<file path="src/isi_pkg.sv">
// Package for the interrupt source identity register bank.
// Assumes a plain address/strobe register port with byte addresses.
package isi_pkg;

    localparam int          ISI_LINES      = 6;
    localparam int          ISI_AW         = 8;
    localparam int          ISI_DW         = 32;
    localparam int          ISI_SYNC_DEPTH = 3;

    // Identity register offsets (byte addresses from the block base)
    localparam logic [7:0]  ISI_COMPARATOR_LINE_OFF = 8'h64;
    localparam logic [7:0]  ISI_DMA_LINE_OFF        = 8'h68;
    localparam logic [7:0]  ISI_AUDIO_SERIAL_OFF    = 8'h6c;
    localparam logic [7:0]  ISI_TOUCH_SENSE_OFF     = 8'h70;
    localparam logic [7:0]  ISI_CONVERTER_LINE_OFF  = 8'h74;
    localparam logic [7:0]  ISI_CLOCK_LINE_OFF      = 8'h7c;

    // Event status / mask registers
    localparam logic [7:0]  ISI_EVT_STATUS_OFF      = 8'h90;
    localparam logic [7:0]  ISI_EVT_MASK_OFF        = 8'h94;

    // Field layout
    localparam int          ISI_SRC_FIELD_MSB = 2;
    localparam int          ISI_SRC_BIT       = 0;
    localparam logic [5:0]  ISI_MASK_RST      = 6'h00;
    localparam logic [5:0]  ISI_STATUS_RST    = 6'h00;
    localparam logic [31:0] ISI_UNMAPPED_RD   = 32'h0000_0000;

    // Line order inside every six-bit vector
    localparam logic [7:0]  ISI_OFFSETS [ISI_LINES] = '{
        ISI_COMPARATOR_LINE_OFF, ISI_DMA_LINE_OFF, ISI_AUDIO_SERIAL_OFF,
        ISI_TOUCH_SENSE_OFF, ISI_CONVERTER_LINE_OFF, ISI_CLOCK_LINE_OFF
    };

endpackage : isi_pkg

</file>
<file path="src/isi_source_regs.sv">
// Interrupt source identity register bank for six peripheral lines.
// Assumes asynchronous peripheral interrupt levels and a one-cycle read port.
//
// The address-and-strobe port was chosen for this implementation.
`timescale 1ns/1ps

// Summary of operation
// - Offset 0x64, line 25: bit 0 shows the temperature alarm interrupt.
// - Offset 0x68, line 26: bit 0 shows the peripheral DMA interrupt.
// - Offset 0x6c, line 27: bit 0 shows the audio serial interrupt.
// - Offset 0x70, line 28: bit 0 shows the touch sensing interrupt.
// - Offset 0x74, line 29: bit 0 shows the converter interrupt.
// - Offset 0x7c, line 31: bit 0 shows the real-time clock interrupt.
// - Source field is bits 2..0; bits 2 and 1 always read zero.
// - Identity contents follow live interrupt levels; reset clears them to zero.
// - Identity registers are read-only; bits 31..3 read zero.
module isi_source_regs
    import isi_pkg::*;
(
    input  wire logic                      ref_clk_in,          // System clock, 50 MHz
    input  wire logic                      sys_rst_in,          // Synchronous reset, high
    input  wire logic                      temperature_alarm_irq_in, // Line 25 source
    input  wire logic                      peripheral_dma_irq_in,    // Line 26 source
    input  wire logic                      audio_serial_irq_in,      // Line 27 source
    input  wire logic                      touch_sense_irq_in,       // Line 28 source
    input  wire logic                      converter_irq_in,         // Line 29 source
    input  wire logic                      clock_irq_in,             // Line 31 source
    input  wire logic [isi_pkg::ISI_AW-1:0] reg_addr_in,        // Byte address
    input  wire logic [isi_pkg::ISI_DW-1:0] reg_wdata_in,       // Write data
    input  wire logic                      reg_wr_in,           // Write strobe
    input  wire logic                      reg_rd_in,           // Read strobe
    output logic      [isi_pkg::ISI_DW-1:0] reg_rdata_out,      // Read data, next cycle
    output logic                           irq_out              // Unmasked event pending
);

    //--------------------------------------------------------------
    // Input synchronisers
    //--------------------------------------------------------------
    logic [ISI_LINES-1:0] raw_irq;
    logic [ISI_LINES-1:0] sync1_q;
    logic [ISI_LINES-1:0] sync2_q;
    logic [ISI_LINES-1:0] sync3_q;
    logic [ISI_LINES-1:0] live_q;
    logic [ISI_LINES-1:0] live_d;

    assign raw_irq = {clock_irq_in, converter_irq_in, touch_sense_irq_in,
                      audio_serial_irq_in, peripheral_dma_irq_in,
                      temperature_alarm_irq_in};

    always_ff @(posedge ref_clk_in) begin
        sync1_q <= raw_irq;
        sync2_q <= sync1_q;
        sync3_q <= sync2_q;
    end

    // Level changes once the second and third stages agree
    genvar gi;
    generate
        for (gi = 0; gi < ISI_LINES; gi++) begin : g_filt
            assign live_d[gi] = (sync2_q[gi] == sync3_q[gi]) ? sync3_q[gi] : live_q[gi];
        end
    endgenerate

    always_ff @(posedge ref_clk_in) begin
        if (sys_rst_in) begin
            live_q <= '0;
        end else begin
            live_q <= live_d;
        end
    end

    //--------------------------------------------------------------
    // Event status and mask
    //--------------------------------------------------------------
    logic [ISI_LINES-1:0] status_q;
    logic [ISI_LINES-1:0] mask_q;
    logic [ISI_LINES-1:0] rise;
    logic                 wr_status;
    logic                 wr_mask;

    assign rise      = live_d & ~live_q;
    assign wr_status = reg_wr_in && (reg_addr_in == ISI_EVT_STATUS_OFF);
    assign wr_mask   = reg_wr_in && (reg_addr_in == ISI_EVT_MASK_OFF);

    // Set wins over a write-one clear in the same cycle
    always_ff @(posedge ref_clk_in) begin
        if (sys_rst_in) begin
            status_q <= ISI_STATUS_RST;
        end else begin
            status_q <= (status_q & ~(wr_status ? reg_wdata_in[ISI_LINES-1:0] : '0)) | rise;
        end
    end

    always_ff @(posedge ref_clk_in) begin
        if (sys_rst_in) begin
            mask_q <= ISI_MASK_RST;
        end else if (wr_mask) begin
            mask_q <= reg_wdata_in[ISI_LINES-1:0];
        end
    end

    assign irq_out = |(status_q & mask_q);

    //--------------------------------------------------------------
    // Read port
    //--------------------------------------------------------------
    logic [ISI_DW-1:0] rdata_d;

    // Identity writes match no write decode and are dropped
    always_comb begin
        rdata_d = ISI_UNMAPPED_RD;
        for (int i = 0; i < ISI_LINES; i++) begin
            if (reg_addr_in == ISI_OFFSETS[i]) begin
                rdata_d = {{(ISI_DW-ISI_SRC_FIELD_MSB-1){1'b0}}, 2'b00, live_q[i]};
            end
        end
        if (reg_addr_in == ISI_EVT_STATUS_OFF) begin
            rdata_d = {{(ISI_DW-ISI_LINES){1'b0}}, status_q};
        end
        if (reg_addr_in == ISI_EVT_MASK_OFF) begin
            rdata_d = {{(ISI_DW-ISI_LINES){1'b0}}, mask_q};
        end
    end

    always_ff @(posedge ref_clk_in) begin
        if (sys_rst_in) begin
            reg_rdata_out <= '0;
        end else if (reg_rd_in) begin
            reg_rdata_out <= rdata_d;
        end else begin
            reg_rdata_out <= '0;
        end
    end

    //--------------------------------------------------------------
    // Assertions
    //--------------------------------------------------------------
    upper_bits_zero_a: assert property (@(posedge ref_clk_in) disable iff (sys_rst_in)
        $past(reg_rd_in) |-> reg_rdata_out[ISI_DW-1:1] == '0 || $past(reg_addr_in) >= ISI_EVT_STATUS_OFF)
        else $error("Identity read returned nonzero upper bits");

    dma_id_read_a: assert property (@(posedge ref_clk_in) disable iff (sys_rst_in)
        reg_rd_in && reg_addr_in == ISI_DMA_LINE_OFF |=> reg_rdata_out == {31'h0, $past(live_q[1])})
        else $error("Dma identity read mismatch");

    alarm_id_read_a: assert property (@(posedge ref_clk_in) disable iff (sys_rst_in)
        reg_rd_in && reg_addr_in == ISI_COMPARATOR_LINE_OFF |=> reg_rdata_out[0] == $past(live_q[0]))
        else $error("Alarm identity read mismatch");

    audio_id_read_a: assert property (@(posedge ref_clk_in) disable iff (sys_rst_in)
        reg_rd_in && reg_addr_in == ISI_AUDIO_SERIAL_OFF |=> reg_rdata_out[0] == $past(live_q[2]))
        else $error("Audio identity read mismatch");

    touch_id_read_a: assert property (@(posedge ref_clk_in) disable iff (sys_rst_in)
        reg_rd_in && reg_addr_in == ISI_TOUCH_SENSE_OFF |=> reg_rdata_out[0] == $past(live_q[3]))
        else $error("Touch identity read mismatch");

    conv_id_read_a: assert property (@(posedge ref_clk_in) disable iff (sys_rst_in)
        reg_rd_in && reg_addr_in == ISI_CONVERTER_LINE_OFF |=> reg_rdata_out[0] == $past(live_q[4]))
        else $error("Converter identity read mismatch");

    rtc_id_read_a: assert property (@(posedge ref_clk_in) disable iff (sys_rst_in)
        reg_rd_in && reg_addr_in == ISI_CLOCK_LINE_OFF |=> reg_rdata_out[0] == $past(live_q[5]))
        else $error("Clock identity read mismatch");

    field_high_zero_a: assert property (@(posedge ref_clk_in) disable iff (sys_rst_in)
        $past(reg_rd_in) && $past(reg_addr_in) < ISI_EVT_STATUS_OFF |-> reg_rdata_out[2:1] == 2'b00)
        else $error("Source field high bits not zero");

    write_ignored_a: assert property (@(posedge ref_clk_in) disable iff (sys_rst_in)
        reg_wr_in && reg_addr_in < ISI_EVT_STATUS_OFF |=> mask_q == $past(mask_q))
        else $error("Identity write changed state");

    sync_follow_a: assert property (@(posedge ref_clk_in) disable iff (sys_rst_in)
        (sync2_q[0] == sync3_q[0]) |=> live_q[0] == $past(sync3_q[0]))
        else $error("Live level did not follow synchroniser");

    //--------------------------------------------------------------
    // Assertions on reset, events, the read port and the synchronisers
    //--------------------------------------------------------------
    // Reset must leave no stale event or read word behind
    reset_clear_a: assert property (@(posedge ref_clk_in)
        sys_rst_in |=> status_q == '0 && mask_q == '0 && live_q == '0 && reg_rdata_out == '0)
        else $error("Reset did not clear state");

    rdata_idle_zero_a: assert property (@(posedge ref_clk_in) disable iff (sys_rst_in)
        !reg_rd_in |=> reg_rdata_out == '0)
        else $error("Read data present without a read");

    status_write_ignored_a: assert property (@(posedge ref_clk_in) disable iff (sys_rst_in)
        reg_wr_in && reg_addr_in < ISI_EVT_STATUS_OFF |=> status_q == ($past(status_q) | $past(rise)))
        else $error("Identity write changed event status");

    // A rising live level must always land in the status register
    status_set_a: assert property (@(posedge ref_clk_in) disable iff (sys_rst_in)
        (|rise) |=> (status_q & $past(rise)) == $past(rise))
        else $error("Live rise did not set status");

    status_clear_a: assert property (@(posedge ref_clk_in) disable iff (sys_rst_in)
        wr_status && rise == '0 |=> (status_q & $past(reg_wdata_in[ISI_LINES-1:0])) == '0)
        else $error("Write one did not clear status");

    mask_write_a: assert property (@(posedge ref_clk_in) disable iff (sys_rst_in)
        wr_mask |=> mask_q == $past(reg_wdata_in[ISI_LINES-1:0]))
        else $error("Mask write not taken");

    irq_level_a: assert property (@(posedge ref_clk_in) disable iff (sys_rst_in)
        (status_q & mask_q) != '0 |-> irq_out)
        else $error("Unmasked event without interrupt");

    clock_sync_follow_a: assert property (@(posedge ref_clk_in) disable iff (sys_rst_in)
        (sync2_q[5] == sync3_q[5]) |=> live_q[5] == $past(sync3_q[5]))
        else $error("Clock line live level did not follow synchroniser");

    live_hold_a: assert property (@(posedge ref_clk_in) disable iff (sys_rst_in)
        (sync2_q != sync3_q) && $past(sync2_q == sync3_q) |=> live_q == $past(live_q))
        else $error("Live level moved before stages agreed");

endmodule : isi_source_regs

</file>
<file path="config.mk">
export PLATFORM = sky130hd
export DESIGN_NAME = isi_source_regs
export DESIGN_NICKNAME = d
export VERILOG_FILES = /design/src/isi_pkg.sv /design/src/isi_source_regs.sv
export SDC_FILE = /design/constraint.sdc
export NUM_CORES = 1
export LEC_CHECK = 0
export BUFFER_PORTS_ARGS = -buffer_cell sky130_fd_sc_hd__buf_2
export CAP_MARGIN = 20
export CORE_ASPECT_RATIO = 1.2
export CORE_MARGIN = 2
export CORE_UTILIZATION = 40
export DETAILED_ROUTE_END_ITERATION = 7
export PLACE_DENSITY = 0.69
export SLEW_MARGIN = 20
export SYNTH_ARGS = -nofsm -noshare
export SYNTH_HDL_FRONTEND = slang
export SYNTH_SLANG_ARGS = --single-unit
</file>
<file path="constraint.sdc">
create_clock -name ref_clk_in -period 2.1 [get_ports ref_clk_in]
set_input_delay 0.315 -clock ref_clk_in [delete_from_list [all_inputs] [get_ports ref_clk_in]]
set_output_delay 0.315 -clock ref_clk_in [all_outputs]
set_load 0.05 [all_outputs]
</file>
=== Word-level counts from Yosys, hierarchy flattened ===
Cells that the tools add are included.

* Eq/ne operators: 14
* Multiplexer cells: 15
* Bitwise gates (word level): 7
* Reduce and logical (&&, ||, !) cells: 5

{| class="wikitable"
|+ Operator list
! cell !! count
|-
| $eq A8 B7 Y1 const B || 6
|-
| $mux W6 || 8
|-
| $and A6 B6 Y6 || 3
|-
| $eq A8 B8 Y1 const B || 2
|-
| $not A6 Y6 || 2
|-
| $reduce_or A9 Y1 || 1
|-
| $mux W1 || 7
|-
| $eq A1 B1 Y1 || 6
|-
| $or A6 B6 Y6 || 1
|-
| $reduce_or A6 Y1 || 1
|-
| $logic_and A1 B1 Y1 || 2
|-
| $reduce_or A2 Y1 || 1
|-
| $not A1 Y1 || 1
|}

* Register bits after elaboration: 68
* Output and inout port bits: 33

=== Depth between registers and ports, before layout ===
* Depth in word-level cells: 9
* Depth in mapped cells: 5

=== Least setup slack after synthesis ===
OpenSTA, ideal clock, no wires.

* Kind: input to register
* From: input reg_addr_in[3] (netlist bit)
* To: register status_q[4]
* Library setup time: 115 ps
* Arrival time: 1577 ps
* Data required time: 1985 ps
* Setup slack: 407 ps
* Cell stages on the path: 5
* Cells stage by stage: or4b_4 nor4_4 buf_6 nand3_1 a31o_1

* Longest elaborated chain between the ends: 6

{| class="wikitable"
|+ RTL lines
! what !! line !! text
|-
| from (decl) || isi_source_regs.sv:28 || <nowiki>input wire logic [isi_pkg::ISI_AW-1:0] reg_addr_in,</nowiki>
|-
| $eq A8 B8 Y1 || isi_source_regs.sv:82 || <nowiki>assign wr_status = reg_wr_in && (reg_addr_in == ISI_EVT_STATUS_OFF);</nowiki>
|-
| $logic_and A1 B1 Y1 || isi_source_regs.sv:82 ||
|-
| $mux W6 || isi_source_regs.sv:90 || <nowiki>status_q <= (status_q & ~(wr_status ? reg_wdata_in[ISI_LINES-1:0] : '0)) | rise;</nowiki>
|-
| $not A6 Y6 || isi_source_regs.sv:90 ||
|-
| $and A6 B6 Y6 || isi_source_regs.sv:90 ||
|-
| $or A6 B6 Y6 || isi_source_regs.sv:90 ||
|-
| to (signal assigned) || isi_source_regs.sv:90 ||
|-
| to (decl) || isi_source_regs.sv:75 || <nowiki>logic [ISI_LINES-1:0] status_q;</nowiki>
|}

Every way passes these cells.
A chain may end at the register's enable or synchronous reset.

=== Worst setup path after layout ===
* From: input reg_addr_in[3] (netlist bit)
* To: register mask_q[3]

* Longest elaborated chain between the ends: 2

{| class="wikitable"
|+ RTL lines
! what !! line !! text
|-
| $eq A8 B8 Y1 || isi_source_regs.sv:83 || <nowiki>assign wr_mask = reg_wr_in && (reg_addr_in == ISI_EVT_MASK_OFF);</nowiki>
|-
| $logic_and A1 B1 Y1 || isi_source_regs.sv:83 ||
|-
| to (signal assigned) || isi_source_regs.sv:98 || <nowiki>mask_q <= reg_wdata_in[ISI_LINES-1:0];</nowiki>
|-
| to (decl) || isi_source_regs.sv:76 || <nowiki>logic [ISI_LINES-1:0] mask_q;</nowiki>
|}

Every way passes these cells.

==> flow_summary.ini <==
[outcome]
status = complete, no violations

[die]
die_area_um2 = 4630
die_y_um = 74.2
coreArea_um2 = 3940
start_util = 0.417
io_pins = 83
rows = 25
fp.dieW_um = 62.5

[route]
dr_total_vias = 1104
wl_per_cell_um = 11.0
wirelength_mm = 2.69
first_iter_violations = 57
vias_per_cell = 4.49
first_pass_iters = 4
ant_nets = 0
drc_errors = 0

[clock_tree]
cts_setup_buffers = 0
cts_resized = 0
clock-root-buffer = clkbuf_8
clkTransAtPathRegs_ns = 0.07
clockBufferDepth = 2
cts_buffers = 5
tritoncts = built
hold_buffers = 0
clock_latency_ns = 0.29
numClockSinks = 42
htree_num_levels = 2

[grt]
grt_pass1_vias = 999
grtUsageMet2 = 0.207
grt_util_met3 = 0.0454
antenna_found_initial = 0
grt_overflow_total = 0
grtUsageTotal = 0.131
met1_usage = 0.155
busiest_layer = met2
grt_first_pass_wirelength_mm = 4.63
grt_max_degree = 24

[place]
gp_congestion = 0.818
dp_hpwl_mm = 2.05
dp_cells = 238
port_buffers = 30
dpl_cell_area_um2 = 1730

[worst_setup_path]
critical_path_class = in2reg
critPathCapture = mask_q[3]$_SDFFE_PP0P_
ff2ff_path_depth = 4
arrival_ns = 1.83
cpPeakStageDelay_ns = 0.58
endpoint_kind = register
path_buf_inv = 1
cp.depth = 5
critical_path.top_delay_family = simple AND/OR/NAND/NOR gates
crit_start = reg_addr_in[3]
r2r-end = reg_rdata_out[0]$_SDFF_PP0_
r2r_setup_slack_ns = 0.94
critPathLaunchType = input port
crit_required_ns = 2.27
cp_cell_sequence = buf_2 > or4b_4 > or3_1 > mux2i_1 > nor2_1
critical_path.max_fanout = 6
r2r-start = live_q[5]$_SDFF_PP0_
cpMaxStageDelayCell = or4b_4

[power]
vdd_drop_max_v = 0.000316
powerDensity_nw_per_um2 = 852
leakage_nw = 0.828

[synth]
ys_warn_count = 0
synthDistinctLibCells = 29
syn_area_per_cell_um2 = 10.5
synth_seq_area_share = 0.512
synthesis.area_um2 = 1640
synthCells = 157
yosys_register_bits = 42

[finish]
final_cells = 246
antenna_cells = 0
fin_nets = 241
area_growth_pct = 11.3
stdcell_area_um2 = 1830
layout-drive-gt1-share = 0.234
final_util = 0.463
fill_cells = 397

[sta]
whs_ns = 0.121
finalHoldViolations = 0
max_freq_mhz = 604
skew_ns = 0.00480
setup_tns_ns = 0
fin_crit_ns = 1.66
rsz0062_at_grt = no
slew_viol_final = 0
post-route-period-util = 0.789
setup_viol = 0

[flow_run]
drv_cap = 0

[worst_hold_path]
hold_path.class = in2reg
==> cell usage after synthesis <==
cell | number | area, um^2
or4bb_1 | 1 | 11.3
a22oi_1 | 8 | 60.1
or3_1 | 1 | 6.26
a31o_1 | 1 | 8.76
a211oi_2 | 1 | 12.5
o21ai_0 | 7 | 35.0
mux2i_1 | 7 | 70.1
buf_4 | 27 | 203
a21oi_1 | 7 | 35.0
nor2b_1 | 1 | 6.26
a21oi_2 | 1 | 8.76
dfxtp_1 | 42 | 841
nand3_1 | 3 | 15.0
inv_1 | 3 | 11.3
conb_1 | 1 | 3.75
o311ai_0 | 1 | 8.76
o211ai_1 | 1 | 7.51
a311oi_1 | 1 | 8.76
or4b_4 | 1 | 13.8
nor3_1 | 1 | 5.00
nand2_1 | 7 | 26.3
nor4_4 | 2 | 42.5
o32ai_1 | 4 | 35.0
buf_6 | 3 | 33.8
nand2b_1 | 6 | 37.5
nand4bb_1 | 1 | 11.3
a32o_1 | 1 | 10.0
and3_1 | 4 | 25.0
nor2_1 | 13 | 48.8
==> how the worst min path moves through the flow <==
stage,from,end,cells after the start
final,touch_sense_irq_in,sync1_q[3]$_DFF_P_,1
after global routing,temperature_alarm_irq_in,sync1_q[0]$_DFF_P_,1
after global placement,sync1_q[3]$_DFF_P_,sync2_q[3]$_DFF_P_,0
after floorplan,sync1_q[0]$_DFF_P_,sync2_q[0]$_DFF_P_,0
after CTS,temperature_alarm_irq_in,sync1_q[0]$_DFF_P_,1
after detailed placement,sync1_q[1]$_DFF_P_,sync2_q[1]$_DFF_P_,0
==> where the power goes <==
part	internal (mW)	switching [mW]	total, mW
clock	0.264	0.259	0.523
sequential	0.832	0.0219	0.854
combinational	0.0360	0.142	0.178
total	1.13	0.423	1.56
==> cells by family (layout without fill, tap and decap cells) <==
logic type | after synthesis | after routing | share of synthesized area
and+or+nand+nor | 41 | 41 | 0.152
other | 1 | 26 | 0.00228
buffers and inverters | 33 | 43 | 0.151
AOI/OAI and AO/OA | 33 | 33 | 0.140
DFF | 42 | 42 | 0.512
muxes | 7 | 7 | 0.0427
==> metal layers <==
| metal | part of all wire | vias up | routed length (um) |
|---|---|---|---|
| met5 | 0 | - | 0 |
| met4 | 0.033 | 0 | 89 |
| met3 | 0.076 | 7 | 206 |
| met2 | 0.45 | 49 | 1210 |
| met1 | 0.44 | 483 | 1190 |
| li1 | - | 565 | - |
==> state kept, by name, indices dropped and copies added, names as in the netlist <==
name and flops:
reg_rdata_out 6, live_q 6, mask_q 6, sync2_q 6, status_q 6, sync3_q 6
sync1_q 6
==> cell usage in the layout (no fill, tap or decap) <==
master | netlist | layout
o311ai_0 | 1 | 1
and3_1 | 4 | 4
nor4_4 | 2 | 2
nor2b_1 | 1 | 1
buf_2 | 0 | 30
a21oi_1 | 7 | 7
clkinvlp_4 | 0 | 1
a21oi_2 | 1 | 1
clkbuf_8 | 0 | 6
buf_4 | 27 | 2
nand4bb_1 | 1 | 1
or3_1 | 1 | 1
nor3_1 | 1 | 1
nand2b_1 | 6 | 6
nand2_1 | 7 | 7
mux2i_1 | 7 | 7
o211ai_1 | 1 | 1
a211oi_2 | 1 | 1
or4b_4 | 1 | 1
conb_1 | 1 | 26
a32o_1 | 1 | 1
nand3_1 | 3 | 3
clkinv_2 | 0 | 1
or4bb_1 | 1 | 1
a31o_1 | 1 | 1
dfxtp_1 | 42 | 42
o32ai_1 | 4 | 4
a311oi_1 | 1 | 1
inv_1 | 3 | 3
a22oi_1 | 8 | 8
o21ai_0 | 7 | 7
nor2_1 | 13 | 13
==> per-stage QoR <==
step / worst slack [ns] / total power, mW
floorplan: 0.407 / 1.05
global placement: 0.150 / 1.05
detailed placement: 0.147 / 1.05
CTS: 0.443 / 1.58
finish: 0.443 / 1.56
global route: 0.359 / 1.64
==> area by class of cell <==
type                            count  area, um^2  area share
Clock buffer                        6        82.6      0.0452
Clock inverter                      2        12.5     0.00685
Inverter                            3        11.3     0.00616
Multi-Input combinational cell    107         647       0.354
Sequential cell                    42         841       0.460
Tap cell                           54        67.6      0.0370
Timing Repair Buffer               32         165      0.0904
No activity file was read; power rests on OpenSTA's default activity.
